[src/common/scer_map.svh]
// Offsets-free constants of the status condition and event register bank
`ifndef SCER_MAP_SVH
`define SCER_MAP_SVH

// Operation bit positions
`define SCER_OP_LIST_RUNNING      14
`define SCER_OP_LIST_COMPLETE     12
`define SCER_OP_SAMPLE_COMPLETE   11
`define SCER_OP_CONST_CURRENT     10
`define SCER_OP_TRANS_COMPLETE    9
`define SCER_OP_CONST_VOLTAGE     8
`define SCER_OP_TRANS_ARMED       6
`define SCER_OP_WAIT_TRIGGER      5

// Questionable bit positions
`define SCER_QU_ENERGY_SINKING    14
`define SCER_QU_CURRENT_ERROR     13
`define SCER_QU_VOLTAGE_ERROR     12
`define SCER_QU_FOLLOWER_ERROR    6
`define SCER_QU_THERMAL_ERROR     3
`define SCER_QU_CURRENT_MODE_ERR  1
`define SCER_QU_VOLTAGE_MODE_ERR  0

// Used-bit masks and the subset of questionable bits that latch
`define SCER_OP_USED_BITS         16'h5f60
`define SCER_QU_USED_BITS         16'h704b
`define SCER_QU_LATCH_BITS        16'h3000

// Preset and reset values of the summary masks
`define SCER_OP_MASK_PRESET       16'h2001
`define SCER_QU_MASK_PRESET       16'h00ff
`define SCER_OP_MASK_RESET        16'h0000
`define SCER_QU_MASK_RESET        16'h0000

`endif

[src/common/scer_pkg.sv]
// Types shared by the status condition and event register bank
package scer_pkg;

  typedef enum logic [3:0] {
    SCER_CMD_OPER_COND_RD = 4'h0,
    SCER_CMD_OPER_MASK_WR = 4'h1,
    SCER_CMD_OPER_MASK_RD = 4'h2,
    SCER_CMD_OPER_EVT_RD  = 4'h3,
    SCER_CMD_PRESET       = 4'h4,
    SCER_CMD_QUES_EVT_RD  = 4'h5,
    SCER_CMD_QUES_COND_RD = 4'h6,
    SCER_CMD_QUES_MASK_WR = 4'h7,
    SCER_CMD_QUES_MASK_RD = 4'h8
  } scer_cmd_t;

  typedef struct packed {
    logic list_running;
    logic list_complete;
    logic sample_complete;
    logic constant_current_mode;
    logic transient_complete;
    logic constant_voltage_mode;
    logic transient_armed;
    logic waiting_for_trigger;
  } scer_oper_t;

  typedef struct packed {
    logic energy_sinking;
    logic current_error;
    logic voltage_error;
    logic follower_unit_error;
    logic thermal_error;
    logic current_mode_error;
    logic voltage_mode_error;
  } scer_ques_t;

  typedef struct packed {
    logic      valid;
    scer_cmd_t code;
    logic [15:0] wdata;
  } scer_req_t;

  typedef struct packed {
    logic        valid;
    logic        error;
    logic [15:0] rdata;
  } scer_rsp_t;

endpackage : scer_pkg

[src/design/scer_regs.sv]
// Operation and questionable status register bank with summary bits
`timescale 1ns/1ps
`include "scer_map.svh"

////////////////////////////////////////////////////////////////////////////////
// Summary of operation
// - Operation condition word mirrors live operating state; query returns it.
// - Operation bits: list 14/12, sample 11, CC 10, transient 9, CV 8, 6, 5.
// - One means active or true, zero means inactive or false.
// - Status byte bit 7 is OR of operation events under the operation mask.
// - Reading the operation mask returns exactly what was stored.
// - Operation events latch condition onsets; reading returns then clears them.
// - Preset loads operation mask 8193 and questionable mask 255.
// - Questionable events hold latched events; reading returns then clears them.
// - Only questionable bits 13 and 12 latch; bits 0 and 1 never latch.
// - Questionable bits: sinking 14, errors 13/12/6/3, mode errors 1 and 0.
// - Questionable condition word mirrors live state; query returns it.
// - Questionable bits 1 and 0 may both be set while output settles.
// - Status byte bit 3 is OR of questionable events under questionable mask.
module scer_regs
  import scer_pkg::*;
#(
  parameter int REG_W = 16
)
(
  // Clock, reset, enable
  input  wire logic       clk,
  input  wire logic       rst_n,
  input  wire logic       ce,
  // Live conditions from the supply logic, same clock
  input  wire scer_oper_t oper_live,
  input  wire scer_ques_t ques_live,
  // Host command and answer
  input  wire scer_req_t  req,
  output      scer_rsp_t  rsp,
  // Status byte summary bits
  output      logic       stb_oper_summary,
  output      logic       stb_ques_summary
);

  if (REG_W != 16) begin : g_width_check
    $error("scer_regs supports only 16-bit status registers");
  end

  ////////////////////////////////////////////////////////////////////////////
  // Bit placement
  function automatic logic [15:0] oper_word(input scer_oper_t c);
    logic [15:0] w;
    w = 16'h0000;
    w[`SCER_OP_LIST_RUNNING]    = c.list_running;
    w[`SCER_OP_LIST_COMPLETE]   = c.list_complete;
    w[`SCER_OP_SAMPLE_COMPLETE] = c.sample_complete;
    w[`SCER_OP_CONST_CURRENT]   = c.constant_current_mode;
    w[`SCER_OP_TRANS_COMPLETE]  = c.transient_complete;
    w[`SCER_OP_CONST_VOLTAGE]   = c.constant_voltage_mode;
    w[`SCER_OP_TRANS_ARMED]     = c.transient_armed;
    w[`SCER_OP_WAIT_TRIGGER]    = c.waiting_for_trigger;
    return w & `SCER_OP_USED_BITS;
  endfunction : oper_word

  function automatic logic [15:0] ques_word(input scer_ques_t c);
    logic [15:0] w;
    w = 16'h0000;
    w[`SCER_QU_ENERGY_SINKING]   = c.energy_sinking;
    w[`SCER_QU_CURRENT_ERROR]    = c.current_error;
    w[`SCER_QU_VOLTAGE_ERROR]    = c.voltage_error;
    w[`SCER_QU_FOLLOWER_ERROR]   = c.follower_unit_error;
    w[`SCER_QU_THERMAL_ERROR]    = c.thermal_error;
    w[`SCER_QU_CURRENT_MODE_ERR] = c.current_mode_error;
    w[`SCER_QU_VOLTAGE_MODE_ERR] = c.voltage_mode_error;
    return w & `SCER_QU_USED_BITS;
  endfunction : ques_word

  // Events are onsets of a condition, so a held condition reports once
  function automatic logic [15:0] onset(input logic [15:0] now_v,
                                        input logic [15:0] was_v);
    return now_v & ~was_v;
  endfunction : onset

  ////////////////////////////////////////////////////////////////////////////
  // State
  logic [15:0] oper_cond_reg, oper_cond_next;
  logic [15:0] ques_cond_reg, ques_cond_next;
  logic [15:0] oper_mask_reg, oper_mask_next;
  logic [15:0] ques_mask_reg, ques_mask_next;
  logic [15:0] oper_evt_reg,  oper_evt_next;
  logic [15:0] ques_evt_reg,  ques_evt_next;
  scer_rsp_t   rsp_reg,       rsp_next;

  logic        cmd_hit;
  logic [15:0] oper_live_w;
  logic [15:0] ques_live_w;

  assign oper_live_w = oper_word(oper_live);
  assign ques_live_w = ques_word(ques_live);

  always_comb
  begin
    cmd_hit        = req.valid;
    oper_cond_next = oper_live_w;
    ques_cond_next = ques_live_w;
    oper_mask_next = oper_mask_reg;
    ques_mask_next = ques_mask_reg;
    // Set beats clear: an onset in the read cycle survives into the next read
    oper_evt_next  = oper_evt_reg | onset(oper_live_w, oper_cond_reg);
    ques_evt_next  = ques_evt_reg
                   | (onset(ques_live_w, ques_cond_reg) & `SCER_QU_LATCH_BITS);
    rsp_next       = '0;
    if (cmd_hit)
    begin
      rsp_next.valid = 1'b1;
      case (req.code)
        SCER_CMD_OPER_COND_RD: rsp_next.rdata = oper_cond_reg;
        SCER_CMD_QUES_COND_RD: rsp_next.rdata = ques_cond_reg;
        SCER_CMD_OPER_MASK_WR: oper_mask_next = req.wdata;
        SCER_CMD_QUES_MASK_WR: ques_mask_next = req.wdata;
        SCER_CMD_OPER_MASK_RD: rsp_next.rdata = oper_mask_reg;
        SCER_CMD_QUES_MASK_RD: rsp_next.rdata = ques_mask_reg;
        SCER_CMD_OPER_EVT_RD:
        begin
          rsp_next.rdata = oper_evt_reg;
          oper_evt_next  = onset(oper_live_w, oper_cond_reg);
        end
        SCER_CMD_QUES_EVT_RD:
        begin
          rsp_next.rdata = ques_evt_reg;
          ques_evt_next  = onset(ques_live_w, ques_cond_reg) & `SCER_QU_LATCH_BITS;
        end
        SCER_CMD_PRESET:
        begin
          oper_mask_next = `SCER_OP_MASK_PRESET;
          ques_mask_next = `SCER_QU_MASK_PRESET;
        end
        default: rsp_next.error = 1'b1;
      endcase
    end
  end

  always_ff @(posedge clk)
  begin
    if (!rst_n)
    begin
      oper_cond_reg <= 16'h0000;
      ques_cond_reg <= 16'h0000;
      oper_mask_reg <= `SCER_OP_MASK_RESET;
      ques_mask_reg <= `SCER_QU_MASK_RESET;
      oper_evt_reg  <= 16'h0000;
      ques_evt_reg  <= 16'h0000;
      rsp_reg       <= '0;
    end
    else if (ce)
    begin
      oper_cond_reg <= oper_cond_next;
      ques_cond_reg <= ques_cond_next;
      oper_mask_reg <= oper_mask_next;
      ques_mask_reg <= ques_mask_next;
      oper_evt_reg  <= oper_evt_next;
      ques_evt_reg  <= ques_evt_next;
      rsp_reg       <= rsp_next;
    end
  end

  ////////////////////////////////////////////////////////////////////////////
  // Outputs; events hold zeros in unused bits, so stray mask bits are inert
  assign rsp              = rsp_reg;
  assign stb_oper_summary = |(oper_evt_reg & oper_mask_reg);
  assign stb_ques_summary = |(ques_evt_reg & ques_mask_reg);
endmodule : scer_regs

[config.mk]
export PLATFORM = sky130hd
export DESIGN_NAME = scer_regs
export DESIGN_NICKNAME = d
export VERILOG_FILES = /design/src/common/scer_pkg.sv /design/src/design/scer_regs.sv
export VERILOG_INCLUDE_DIRS = /design/src /design/src/common
export SDC_FILE = /design/constraint.sdc
export NUM_CORES = 1
export LEC_CHECK = 0
export ABC_CLOCK_PERIOD_IN_PS = 1700
export BUFFER_PORTS_ARGS = -buffer_cell sky130_fd_sc_hd__buf_2
export CAP_MARGIN = 40
export CELL_PAD_IN_SITES_DETAIL_PLACEMENT = 0
export CELL_PAD_IN_SITES_GLOBAL_PLACEMENT = 2
export CORE_UTILIZATION = 31
export CTS_CLUSTER_SIZE = 24
export DETAILED_ROUTE_END_ITERATION = 12
export MAX_ROUTING_LAYER = met4
export PLACE_DENSITY = 0.75
export SLEW_MARGIN = 25
export SYNTH_ARGS = -nofsm -noshare
export SYNTH_HDL_FRONTEND = slang
export SYNTH_SLANG_ARGS = --single-unit
export TNS_END_PERCENT = 10
[constraint.sdc]
create_clock -name clk -period 1.7 [get_ports clk]
set_clock_uncertainty 0.2 [all_clocks]
set_input_delay 0.085 -clock clk [delete_from_list [all_inputs] [get_ports clk]]
set_output_delay 0.085 -clock clk [all_outputs]
set_load 0.1 [all_outputs]
Word level (Yosys, flattened, before mapping)

Cells that the tools add are included.

Flip-flop bits (word level): 97
Output and inout port bits: 20
Bits of input ports: 39
Logic and storage cells: 42

Equality and inequality tests: 8
Muxes and demuxes: 9
Bitwise gates (word level): 8
Reductions and logical operators: 8

Operator list:

| operator                                      | count |
|---|---|
| one-hot mux 16 bit (6 select lines)           | 1 |
| 2-to-1 mux 16 bit                             | 4 |
| one-hot mux 16 bit (2 select lines)           | 2 |
| AND 16 bit                                    | 2 |
| OR reduction 16 bit                           | 2 |
| 2-to-1 mux 18 bit                             | 1 |
| AND 15 x 16 -> 16 bit                         | 1 |
| == test 4 x 3 -> 1 bit, second input constant | 4 |
| NOT 15 -> 16 bit                              | 1 |
| bitwise OR 16 x 14 -> 16 bit                  | 1 |
| bitwise OR 16 bit                             | 1 |
| AND 14 bit                                    | 1 |
| NOT 14 bit                                    | 1 |
| OR reduction 9 bit                            | 1 |
| == test 4 x 2 -> 1 bit, second input constant | 2 |
| AND reduction 3 bit                           | 2 |
| == test 4 x 1 -> 1 bit, second input constant | 1 |
| == test 4 bit, second input constant          | 1 |
| logical NOT 4 bit                             | 1 |
| nonzero test 2 bit                            | 2 |
| 2-to-1 mux 1 bit                              | 1 |

Longest topological paths before layout

Gate-level depths: netlist of the first run.

Depth after elaboration: 5
Depth in mapped cells: 7
Depth with buffers taken out: 4

Least setup slack after synthesis of the first run

Ideal clock, no wire load.

Path kind: register to output
Start: register oper_evt_reg[6]
End: output port stb_oper_summary
Arrival: 1,397 ps
Path slack: 18 ps
Required time: 1,415 ps
Stages on the path, launching flop included: 3
Path buffers: 0
Cells stage by stage: dfxtp_1 a22oi_1 nand4_1

Word-level cells in the longest chain between the ends: 2

RTL lines:

| element                | line             | RTL |
|---|---|---|
| from (decl)            | scer_regs.sv:86  | `logic [15:0] oper_evt_reg, oper_evt_next;` |
| from (signal assigned) | scer_regs.sv:157 | `oper_evt_reg <= oper_evt_next;` |
| AND 16 bit             | scer_regs.sv:166 | `assign stb_oper_summary = \|(oper_evt_reg & oper_mask_reg);` |
| OR reduction 16 bit    | scer_regs.sv:166 |  |
| to (decl)              | scer_regs.sv:37  | `output logic stb_oper_summary,` |

Every way passes these cells.

Worst setup path in the final report of the first run

Same ends and word-level chain as after synthesis.

==> impl_results.md, run 1 <==
- Status: completed
- CP startpoint kind: flop
- Min Tclk post-route: 1630 ps
- Post-Syn Instances: 373
- Sequential share of the synthesized area: 43.6%
- WHS: 33.1 ps
- Post-synth EDFFs: 0
- Pins over their slew limit: 0
- CTS tree: built
- Most common cell after layout, fill and taps aside: dfxtp_1
- Fraction of layout cells with a size suffix above 1: 25.4%
- Seq cells post-synth: 75
- Row count: 38
- Slew headroom: 51.8%
- Max reg flops: 18
- Cells after DPL: 571
- Ports: 59
- Worst-path maximum fanout: 3
- Die height: 107 um
- Initial antenna violation count: 0
- Worst hold endpoint: rsp[16]
- Post-placement setup slack: -33.1 ps
- RePlAce Congestion: 0.751
- Core area: 10800 um2
- Die Area: 11500 um2
- Setup-failing EPs final: 0
- CTS buffer count: 9
- Post-synth design cell area: 3440 um2
- Most frequent cells in the layout: 75 x dfxtp_1, 69 x nor2_1, 56 x buf_2, 37 x mux2i_1, 33 x dlygate4sd3_1
- Yosys cell types: 47
- Lkg Pwr: 1.92 nW
- Filler cells: 1123
- WHS Path Cells: 4
- Initial DRC count: 86
- ANT cells: 0
- CP arrival: 1340 ps
- Worst setup EP type: output pin
- DR vias/cell: 4.91
- Router iterations before antenna repair: 4
- Via count: 3043
- Max VDD drop: 0.000442 V
- Final WL: 9.58 mm
- Final worst slack: 74.0 ps
- Min-delay src: req[19]
- Max Clock Freq: 615 MHz
- H-Tree Depth: 3
- Die Span X: 107 um
- Syn Nets: 412
- Critical R2R Capture: rsp[10]
- Clock transition at the registers of the reported paths: 80 ps
- Max-cap violations: 0
- Nets: 514
- Syn avg cell area: 9.23 um2
- Largest buffer count on any clock path: 2
- Fin. Hold Viols: 0
- Non-Filler Instances: 620
- Design Power: 3.77 mW
- Cell count of the worst reg-to-reg path: 4
- Sink Count: 75
- Fin crit share: 95.6%
- Largest net degree at the start of global routing: 25
- Final core utilization: 41.9%
- GRT Total Usage: 17.9%
- DRC: 0
- Most used DFF post-synth: dfxtp_1
- Pwr/cell area: 830 nW/um2
- Root Driver: clkbuf_8
- Area growth, synth to finish: 32.0%
- Required time of the critical path: 1410 ps
- Post-synthesis async set-or-reset flop share: 0%
- Worst Tran Pin Value: 721 ps
- Vias in the first global route: 2831
- Grt ovf: 0
- Synth Warn #: 0
- First-pass GRT wire length: 15.2 mm
- RSZ-0062 raised after global routing: no
- WL per Instance: 15.4 um
- RR Startpoint: oper_evt_reg[10]
- Worst Hold Class: input pin to flop
- Antenna Violating Nets Remaining: 0
- Post-CTS Setup Bufs: 0
- R2r setup slk: 340 ps
- Worst skew pair latency: 350 ps
- Initial Util: 31.8%
- Type of the worst setup path: flop to output pin
- Detailed Place HPWL: 7.00 mm
- PortBufs: 58
==> cells in the mapped netlist, types with 4 or more instances <==
master     number  area (um2)
dfxtp_1        75        1500
nor2_1         69         259
mux2i_1        37         370
nor2b_1        19         119
a22oi_1        17         128
nand2_1        16        60.1
a21oi_1        11        55.1
a32oi_1        11        96.3
clkbuf_1       10        37.5
inv_1           9        33.8
a211oi_1        8        60.1
buf_1           8        30.0
mux2_2          6        67.6
and2_1          5        31.3
a22o_1          4        35.0
a32o_1          4        40.0
buf_2           4        20.0
buf_4           4        30.0
nor3_1          4        20.0
o2bb2ai_1       4        35.0
==> per-stage QoR <==
stage	TNS, ps	area (um2)
after global placement	0	3990
after global routing	0	4550
after CTS	0	4540
after floorplan	0	3440
final	0	4550
after detailed placement	-83.1	3990
==> routing by layer <==
metal	up-vias	GRT usage (%)	wire, um
met1	1419	24.8	4990
li1	1542	-	-
met3	8	4.24	457
met5	-	-	0
met2	74	26.2	4040
met4	0	4.50	86
==> report_power, final <==
| part | internal (mW) | leakage [nW] | switching (mW) | total (mW) |
|---|---|---|---|---|
| Sequential | 1.81 | 0.610 | 0.0424 | 1.85 |
| Clock | 0.760 | 0.0978 | 0.694 | 1.45 |
| Combinational | 0.221 | 1.21 | 0.245 | 0.467 |
==> cell type report <==
cell class	instances	area, um2	area share, %
tap	140	175	3.85
multi-input combinational	258	1760	38.7
inverter	11	41.3	0.908
clock inverter	5	61.3	1.35
timing repair buffer	120	856	18.8
clock buffer	11	151	3.33
sequential	75	1500	33.0
==> kinds of logic after synthesis <==
kind of cell           after synthesis  synth area share, %
multiplexers                        43                 12.7
AO/OA/AOI/OAI                       77                 18.0
XOR/XNOR                             1                0.254
flip-flops                          75                 43.6
buffers and inverters               40                 5.60
AND/OR/NAND/NOR                    137                 19.8
==> worst max-delay path by stage <==
stage	start	end	slack, ps	depth (start not counted)
after detailed placement	req[17]	rsp[9]	-30	5
after CTS	oper_evt_reg[8]	stb_oper_summary	60	3
after global placement	req[18]	rsp[3]	10	6
after global routing	oper_evt_reg[6]	stb_oper_summary	10	3
final	oper_evt_reg[6]	stb_oper_summary	70	3
after floorplan	oper_evt_reg[6]	stb_oper_summary	20	2
==> worst max-delay path, stage by stage (launching register included) <==
cell     delay [ps]
dfxtp_1         340
a22oi_1         210
nand4_1         170
buf_4           270
==> repair_timing <==
item	4_1_cts	5_1_grt
endpoints found under the hold margin	65	0
hold buffers	33	0
setup endpoints to repair	1	8
resized for setup	2	2
pin swaps	0	0
Power figures use the tool's default switching activity.
==> run 2: changes to the inputs <==
--- a/config.mk
+++ b/config.mk
@@ -6,16 +6,16 @@
 export SDC_FILE = /design/constraint.sdc
 export NUM_CORES = 1
 export LEC_CHECK = 0
-export ABC_CLOCK_PERIOD_IN_PS = 1700
+export ABC_AREA = 1
 export BUFFER_PORTS_ARGS = -buffer_cell sky130_fd_sc_hd__buf_2
 export CAP_MARGIN = 40
 export CELL_PAD_IN_SITES_DETAIL_PLACEMENT = 0
 export CELL_PAD_IN_SITES_GLOBAL_PLACEMENT = 2
-export CORE_UTILIZATION = 31
+export CORE_UTILIZATION = 27
 export CTS_CLUSTER_SIZE = 24
 export DETAILED_ROUTE_END_ITERATION = 12
 export MAX_ROUTING_LAYER = met4
-export PLACE_DENSITY = 0.75
+export PLACE_DENSITY = 0.73
 export SLEW_MARGIN = 25
 export SYNTH_ARGS = -nofsm -noshare
 export SYNTH_HDL_FRONTEND = slang
==> impl_results.md, run 2 <==
- Worst hold endpoint: ques_mask_reg[9] (was rsp[16])
- Met2 usage: 23.6% (was 26.2%)
- Die height: 113 um (was 107 um)
- Final WL: 10.2 mm (was 9.58 mm)
- Filler cells: 1319 (was 1123)
- DR vias/cell: 4.67 (was 4.91)
- Gate power share: 10.2% (was 12.4%)
- CTS tree: built (unchanged)
- Most frequent cells in the layout: 117 x nand2_1, 69 x dfxtp_1, 62 x nor2_1, 57 x buf_2, 52 x nand3_1 (was 75 x dfxtp_1, 69 x nor2_1, 56 x buf_2, 37 x mux2i_1, 33 x dlygate4sd3_1)
- Lkg Pwr: 1.98 nW (was 1.92 nW)
- Final setup TNS: 0 ps (unchanged)
- Worst-path maximum fanout: 2 (was 3)
- DRC: 0 (unchanged)
- Fin crit share: 98.5% (was 95.6%)
- Yosys cell types: 25 (was 47)
- Initial Util: 27.8% (was 31.8%)
- Initial antenna violation count: 0 (unchanged)
- Sink Count: 75 (unchanged)
- Most common cell after layout, fill and taps aside: nand2_1 (was dfxtp_1)
- H-Tree Depth: 3 (unchanged)
- Type of the worst setup path: flop to output pin (unchanged)
- Worst skew pair latency: 330 ps (was 350 ps)
- Largest buffer count on any clock path: 2 (unchanged)
- Most used DFF post-synth: dfxtp_1 (unchanged)
- Root Driver: clkbuf_16 (was clkbuf_8)
- Largest net degree at the start of global routing: 49 (was 25)
- Synth Warn #: 0 (unchanged)
- Worst Hold Class: input pin to flop (unchanged)
- WL per Instance: 14.0 um (was 15.4 um)
- RePlAce Congestion: 0.799 (was 0.751)
- RR Startpoint: oper_mask_reg[12] (was oper_evt_reg[10])
- Critical R2R Capture: rsp[12] (was rsp[10])
- Min Tclk post-route: 1670 ps (was 1630 ps)
- Router iterations before antenna repair: 4 (unchanged)
- Cell count of the worst reg-to-reg path: 7 (was 4)
- Post-synth top cells: 120 x nand2_1, 75 x dfxtp_1, 63 x nor2_1 (was 75 x dfxtp_1, 69 x nor2_1, 37 x mux2i_1)
- First-pass GRT wire length: 16.5 mm (was 15.2 mm)
- GRT Total Usage: 17.3% (was 17.9%)
- Post-Syn Instances: 480 (was 373)
- Die Span X: 113 um (was 107 um)
- Initial DRC count: 174 (was 86)
- Post-synthesis async set-or-reset flop share: 0% (unchanged)
- Sw frac: 24.0% (was 26.0%)
- Largest area contributor in the netlist: dfxtp_1 (unchanged)
- WHS Path Cells: 5 (was 4)
- Post-placement setup slack: 77.5 ps (was -33.1 ps)
- Via count: 3402 (was 3043)
- Max-cap violations: 0 (unchanged)
- Max Clock Freq: 597 MHz (was 615 MHz)
- Fraction of layout cells with a size suffix above 1: 23.2% (was 25.4%)
- Top cells by area, synth: dfxtp_1 45%, nand2_1 13%, nand3_1 7.9% (was dfxtp_1 44%, mux2i_1 11%, nor2_1 7.5%)
- Top-count cell post-synth: nand2_1 (was dfxtp_1)
- Pins over their slew limit: 0 (unchanged)
- Core area: 12000 um2 (was 10800 um2)
- Ports: 59 (unchanged)
- GR Util met3: 2.89% (was 4.24%)
- CTS buffer count: 9 (unchanged)
- Int Pwr: 3.25 mW (was 2.79 mW)
- Required time of the critical path: 1410 ps (about the same)
- CP arrival: 1390 ps (was 1340 ps)
- GRT busiest layer: met1 (was met2)
- Area growth, synth to finish: 35.8% (was 32.0%)
- Sequential share of the synthesized area: 45.0% (was 43.6%)
- Row count: 40 (was 38)
- Pwr/cell area: 943 nW/um2 (was 830 nW/um2)
- Non-Filler Instances: 729 (was 620)
- Slew headroom: 67.5% (was 51.8%)
- Fin. Hold Viols: 0 (unchanged)
- Seq cells post-synth: 75 (unchanged)
- Clock transition at the registers of the reported paths: 60 ps (was 80 ps)
- Post-synth EDFFs: 0 (unchanged)
- R2r setup slk: 490 ps (was 340 ps)
- Nets: 616 (was 514)
- WHS: 3.50 ps (was 33.1 ps)
- M1 GR Usage: 25.6% (was 24.8%)
- Min-delay src: req[9] (was req[19])
- Antenna Violating Nets Remaining: 0 (unchanged)
- Status: completed (unchanged)
- Grt ovf: 0 (unchanged)
- Max VDD drop: 0.000357 V (was 0.000442 V)
- Post-synth design cell area: 3340 um2 (was 3440 um2)
- Worst setup EP type: output pin (unchanged)
- Max reg flops: 18 (unchanged)
- Die Area: 12800 um2 (was 11500 um2)
- Syn Nets: 519 (was 412)
- Area share of the largest cell type after synthesis: 45.0% (was 43.6%)
- RSZ-0062 raised after global routing: yes (was no)
- Final worst slack: 26.1 ps (was 74.0 ps)
- PortBufs: 58 (unchanged)
- Detailed Place HPWL: 7.36 mm (was 7.00 mm)
- Setup-failing EPs final: 0 (unchanged)
- Net switching power: 1.03 mW (was 0.982 mW)
- Flop pwr share: 43.4% (was 49.1%)
- Clock share of power: 46.4% (was 38.6%)
- Cells after DPL: 676 (was 571)
- CP startpoint kind: flop (unchanged)
- Worst Tran Pin Value: 491 ps (was 721 ps)
- ANT cells: 0 (unchanged)
- Vias in the first global route: 3165 (was 2831)
- Syn avg cell area: 6.95 um2 (was 9.23 um2)
run 2: cell count changes in the layout (fill, tap and decap cells not counted), sizes merged, moves of 19 or more:
cell and change:
nand2 +108, nand3 +51, a21oi +38, mux2i -37, o21ai +30, nor2b -19
run 2: worst max-delay path, cell delays in order, from the launching register on:
cell	delay (ps)
dfxtp_2	340
nand2_2	60
nand3_2	70
a221oi_2	190
nand4_1	180
buf_8	220
run 2: layout make-up:
class,count,area (um2),share of cell area (%)
tap,147,184,4.06
sequential,75,1510,33.3
multi-input combinational,352,1620,35.7
inverter,25,93.8,2.07
clock inverter,4,47.5,1.05
timing repair buffer,114,816,18.0
clock buffer,12,267,5.88
run 2: timing repair:
| action | in CTS | in global routing |
|---|---|---|
| hold endpoints to repair | 56 | 0 |
| hold buffers | 33 | 0 |
| pin swaps | 4 | 3 |
| buffers inserted | 4 | 0 |
| resized for setup | 10 | 3 |
| endpoints found under the setup margin | 1 | 1 |
run 2: power groups by stage:
| stage | logic [mW] | registers, mW | clock network [mW] |
|---|---|---|---|
| after floorplan | 0.219 | 1.90 | 0 |
| after CTS | 0.440 | 1.86 | 2.03 |
| final | 0.435 | 1.86 | 1.98 |
| after detailed placement | 0.373 | 1.89 | 0 |
| after global placement | 0.370 | 1.89 | 0 |
| after global routing | 0.485 | 1.86 | 2.11 |
run 2: routing by layer:
layer	vias to the layer above	part of all wire [%]	wire, um
met4	0	1.1	111
li1	1765	-	-
met1	1563	55	5580
met5	-	0	0
met3	7	3.5	354
met2	67	41	4180
run 2: kinds of logic (layout without fill, tap and decap cells):
logic type	Yosys count	count (layout)	synth area share, %
AND/OR/NAND/NOR	270	270	35.2
AO/OA/AOI/OAI	82	82	12.6
flip-flops	75	75	45.0
buffers and inverters	53	155	7.23
run 2: per-stage QoR:
step           power (mW)  instance area, um2  util, %
2_1_floorplan        2.12                3340        -
3_3_place_gp         2.26                3830     31.9
3_5_place_dp         2.27                3830     31.9
4_1_cts              4.33                4530     37.7
5_1_grt              4.46                4530     37.7
6_report             4.28                4530     37.7
run 2: worst max path at each step:
stage / start / to / slack, ps / cells after the start
2_1_floorplan: oper_evt_reg[14] / stb_oper_summary / -110 / 4
3_3_place_gp: req[18] / ques_mask_reg[13] / 140 / 10
3_5_place_dp: req[18] / ques_mask_reg[13] / 80 / 10
4_1_cts: oper_mask_reg[12] / stb_oper_summary / -5 / 5
5_1_grt: oper_mask_reg[14] / stb_oper_summary / -50 / 5
6_report: oper_mask_reg[14] / stb_oper_summary / 30 / 5
==> run 3: changes to the inputs <==
==> constraint.sdc (replaced) <==
create_clock -name clk -period 1.7 [get_ports clk]
set_clock_uncertainty 0.2 [all_clocks]
set_input_delay 0.34 -clock clk [delete_from_list [all_inputs] [get_ports clk]]
set_output_delay 0.34 -clock clk [all_outputs]
set_load 0.1 [all_outputs]
==> impl_results.md, run 3 (synthesis results as in run 2) <==
- Area growth, synth to finish: 33.7% (was 35.8%)
- Core area: 12000 um2 (unchanged)
- Flop pwr share: 40.3% (was 43.4%)
- Die Area: 12800 um2 (unchanged)
- Clock share of power: 50.8% (was 46.4%)
- Fin crit share: 115% (was 98.5%)
- RR Startpoint: oper_mask_reg[6] (was oper_mask_reg[12])
- Min Tclk post-route: 1950 ps (was 1670 ps)
- DRC: 0 (unchanged)
- Critical path cell sequence: nand2_2, nand3_2, a221oi_2, nand4_1, buf_8 (unchanged)
- CP startpoint kind: flop (unchanged)
- Footprint of the multi-input gates: 1620 um2 (unchanged)
- Row count: 40 (unchanged)
- Min-delay src: ques_live[3] (was req[9])
- Cell count of the worst reg-to-reg path: 7 (unchanged)
- Detailed Place HPWL: 7.54 mm (was 7.36 mm)
- Net switching power: 1.06 mW (was 1.03 mW)
- Worst hold endpoint: ques_cond_reg[6] (was ques_mask_reg[9])
- Fin. Hold Viols: 0 (unchanged)
- Type of the worst setup path: flop to output pin (unchanged)
- Antenna Violating Nets Remaining: 0 (unchanged)
- Crit path buffers/inverters: 1 (unchanged)
- Crit-path slowest cell: dfxtp_2 (unchanged)
- WL per Instance: 14.3 um (was 14.0 um)
- Max VDD drop: 0.000397 V (was 0.000357 V)
- Final core utilization: 37.2% (was 37.7%)
- Setup-failing EPs final: 1 (was 0)
- Worst-path maximum fanout: 2 (unchanged)
- Ports: 59 (unchanged)
- Fraction of layout cells with a size suffix above 1: 26.5% (was 23.2%)
- WHS Path Cells: 3 (was 5)
- Via count: 3318 (was 3402)
- Critical R2R Capture: rsp[6] (was rsp[12])
- Initial antenna violation count: 0 (unchanged)
- Most frequent cells in the layout: 117 x nand2_1, 72 x dfxtp_1, 62 x nor2_1, 56 x buf_2, 52 x nand3_1 (was 117 x nand2_1, 69 x dfxtp_1, 62 x nor2_1, 57 x buf_2, 52 x nand3_1)
- Met2 usage: 23.1% (was 23.6%)
- Crit path largest cell delay: 340 ps (about the same)
- Final WL: 10.2 mm (about the same)
- Pwr/cell area: 1030 nW/um2 (was 943 nW/um2)
- Placed cell areas: 4060 um2 (was 3830 um2)
- Design Power: 4.62 mW (was 4.28 mW)
- Final worst slack: -250 ps (was 26.1 ps)
- Final setup TNS: -250 ps (was 0 ps)
- DR vias/cell: 4.65 (was 4.67)
- Largest buffer count on any clock path: 2 (unchanged)
- Int Pwr: 3.56 mW (was 3.25 mW)
- Slew headroom: 67.4% (was 67.5%)
- Nets: 601 (was 616)
- Sw frac: 23.0% (was 24.0%)
- Status: finished with violations (was completed)
- Filler cells: 1292 (was 1319)
- Initial DRC count: 197 (was 174)
- Required time of the critical path: 1160 ps (was 1410 ps)
- ANT cells: 0 (unchanged)
- PortBufs: 58 (unchanged)
- Max Clock Freq: 513 MHz (was 597 MHz)
- Reg area: 1510 um2 (about the same)
- Lkg Pwr: 1.97 nW (was 1.98 nW)
- Worst Hold Class: input pin to flop (unchanged)
- Grt ovf: 0 (unchanged)
- CP arrival: 1410 ps (was 1390 ps)
- Clock transition at the registers of the reported paths: 60 ps (about the same)
- Router iterations before antenna repair: 4 (unchanged)
- RePlAce Congestion: 0.791 (was 0.799)
- Largest net degree at the start of global routing: 49 (unchanged)
- H-Tree Depth: 3 (unchanged)
- CTS tree: built (unchanged)
- WP depth: 5 (unchanged)
- Crit-path leading delay family: flip-flops (unchanged)
- GRT busiest layer: met1 (unchanged)
- Worst setup EP type: output pin (unchanged)
- Pins over their slew limit: 0 (unchanged)
- RSZ-0062 raised after global routing: yes (unchanged)
- Worst Tran Pin Value: 493 ps (was 491 ps)
- Most common cell after layout, fill and taps aside: nand2_1 (unchanged)
- Max-cap violations: 0 (unchanged)
- GRT Total Usage: 17.3% (about the same)
- First-pass GRT wire length: 16.4 mm (was 16.5 mm)
- Root Driver: clkbuf_16 (unchanged)
- Gate power share: 8.9% (was 10.2%)
- Vias in the first global route: 3069 (was 3165)
- Failing checks: negative setup slack
- GR Util met3: 3.64% (was 2.89%)
- Die height: 113 um (unchanged)
- Die Span X: 113 um (unchanged)
- M1 GR Usage: 25.1% (was 25.6%)
- Max reg flops: 18 (unchanged)
- Post-placement setup slack: -53.5 ps (was 77.5 ps)
- Sink Count: 75 (unchanged)
- Post-route cell area: 4460 um2 (was 4530 um2)
- R2r setup slk: 500 ps (was 490 ps)
- Initial Util: 27.8% (unchanged)
- CTS buffer count: 9 (unchanged)
- Worst skew pair latency: 340 ps (was 330 ps)
-- run 3: cell count changes in the layout (fill, tap and decap cells not counted), sizes merged --
cell	before	now
bufinv	1	4
clkinv	2	1
dlygate4sd3	33	0
buf	81	99
clkinvlp	1	2
clkbuf	12	9
-- run 3: final cells by class --
class / instances / share of cell area [%]
clock buffers: 9 / 5.05
clock inverters: 7 / 3.14
inverters: 25 / 2.10
multi-input cells: 352 / 36.2
flip-flops and latches: 75 / 33.7
well taps: 147 / 4.12
repair buffers: 99 / 15.6
-- run 3: timing repair --
| item | in CTS | in global routing |
|---|---|---|
| buffers inserted | 1 | 1 |
| resized for setup | 10 | 0 |
| hold buffers | 0 | 0 |
| pin swaps | 5 | 1 |
| endpoints found under the setup margin | 1 | 1 |
-- run 3: power by group through the flow --
stage	clock [mW]	combinational, mW	sequential, mW
after global placement	0	0.403	1.90
after detailed placement	0	0.407	1.90
after floorplan	0	0.219	1.90
after global routing	2.46	0.458	1.87
final	2.35	0.412	1.86
after CTS	2.39	0.414	1.86
-- run 3: routing by layer --
metal / part of all wire [%] / vias to the layer above
li1: - / 1735
met1: 54 / 1480
met2: 40 / 92
met3: 4.9 / 11
met4: 1.4 / 0
met5: 0 / -
-- run 3: worst max path at each step --
stage	slack, ps	end	from
2_1_floorplan	-370	stb_oper_summary	oper_evt_reg[14]
3_3_place_gp	-70	ques_mask_reg[12]	req[16]
3_5_place_dp	-50	oper_mask_reg[5]	req[18]
4_1_cts	-260	stb_oper_summary	oper_evt_reg[12]
5_1_grt	-300	stb_oper_summary	oper_evt_reg[11]
6_report	-250	stb_oper_summary	oper_evt_reg[11]
-- run 3: worst min-delay path: stages --
cell and delay (ps):
buf_2 70, nor2_1 30, nor2_1 80
-- run 3: per-stage QoR --
| step | cells | hold slack, ps |
|---|---|---|
| 2_1_floorplan | 480 | 241 |
| 3_3_place_gp | 696 | 248 |
| 3_5_place_dp | 696 | 252 |
| 4_1_cts | 713 | 22.6 |
| 5_1_grt | 714 | 34.1 |
| 6_report | 714 | 25.4 |
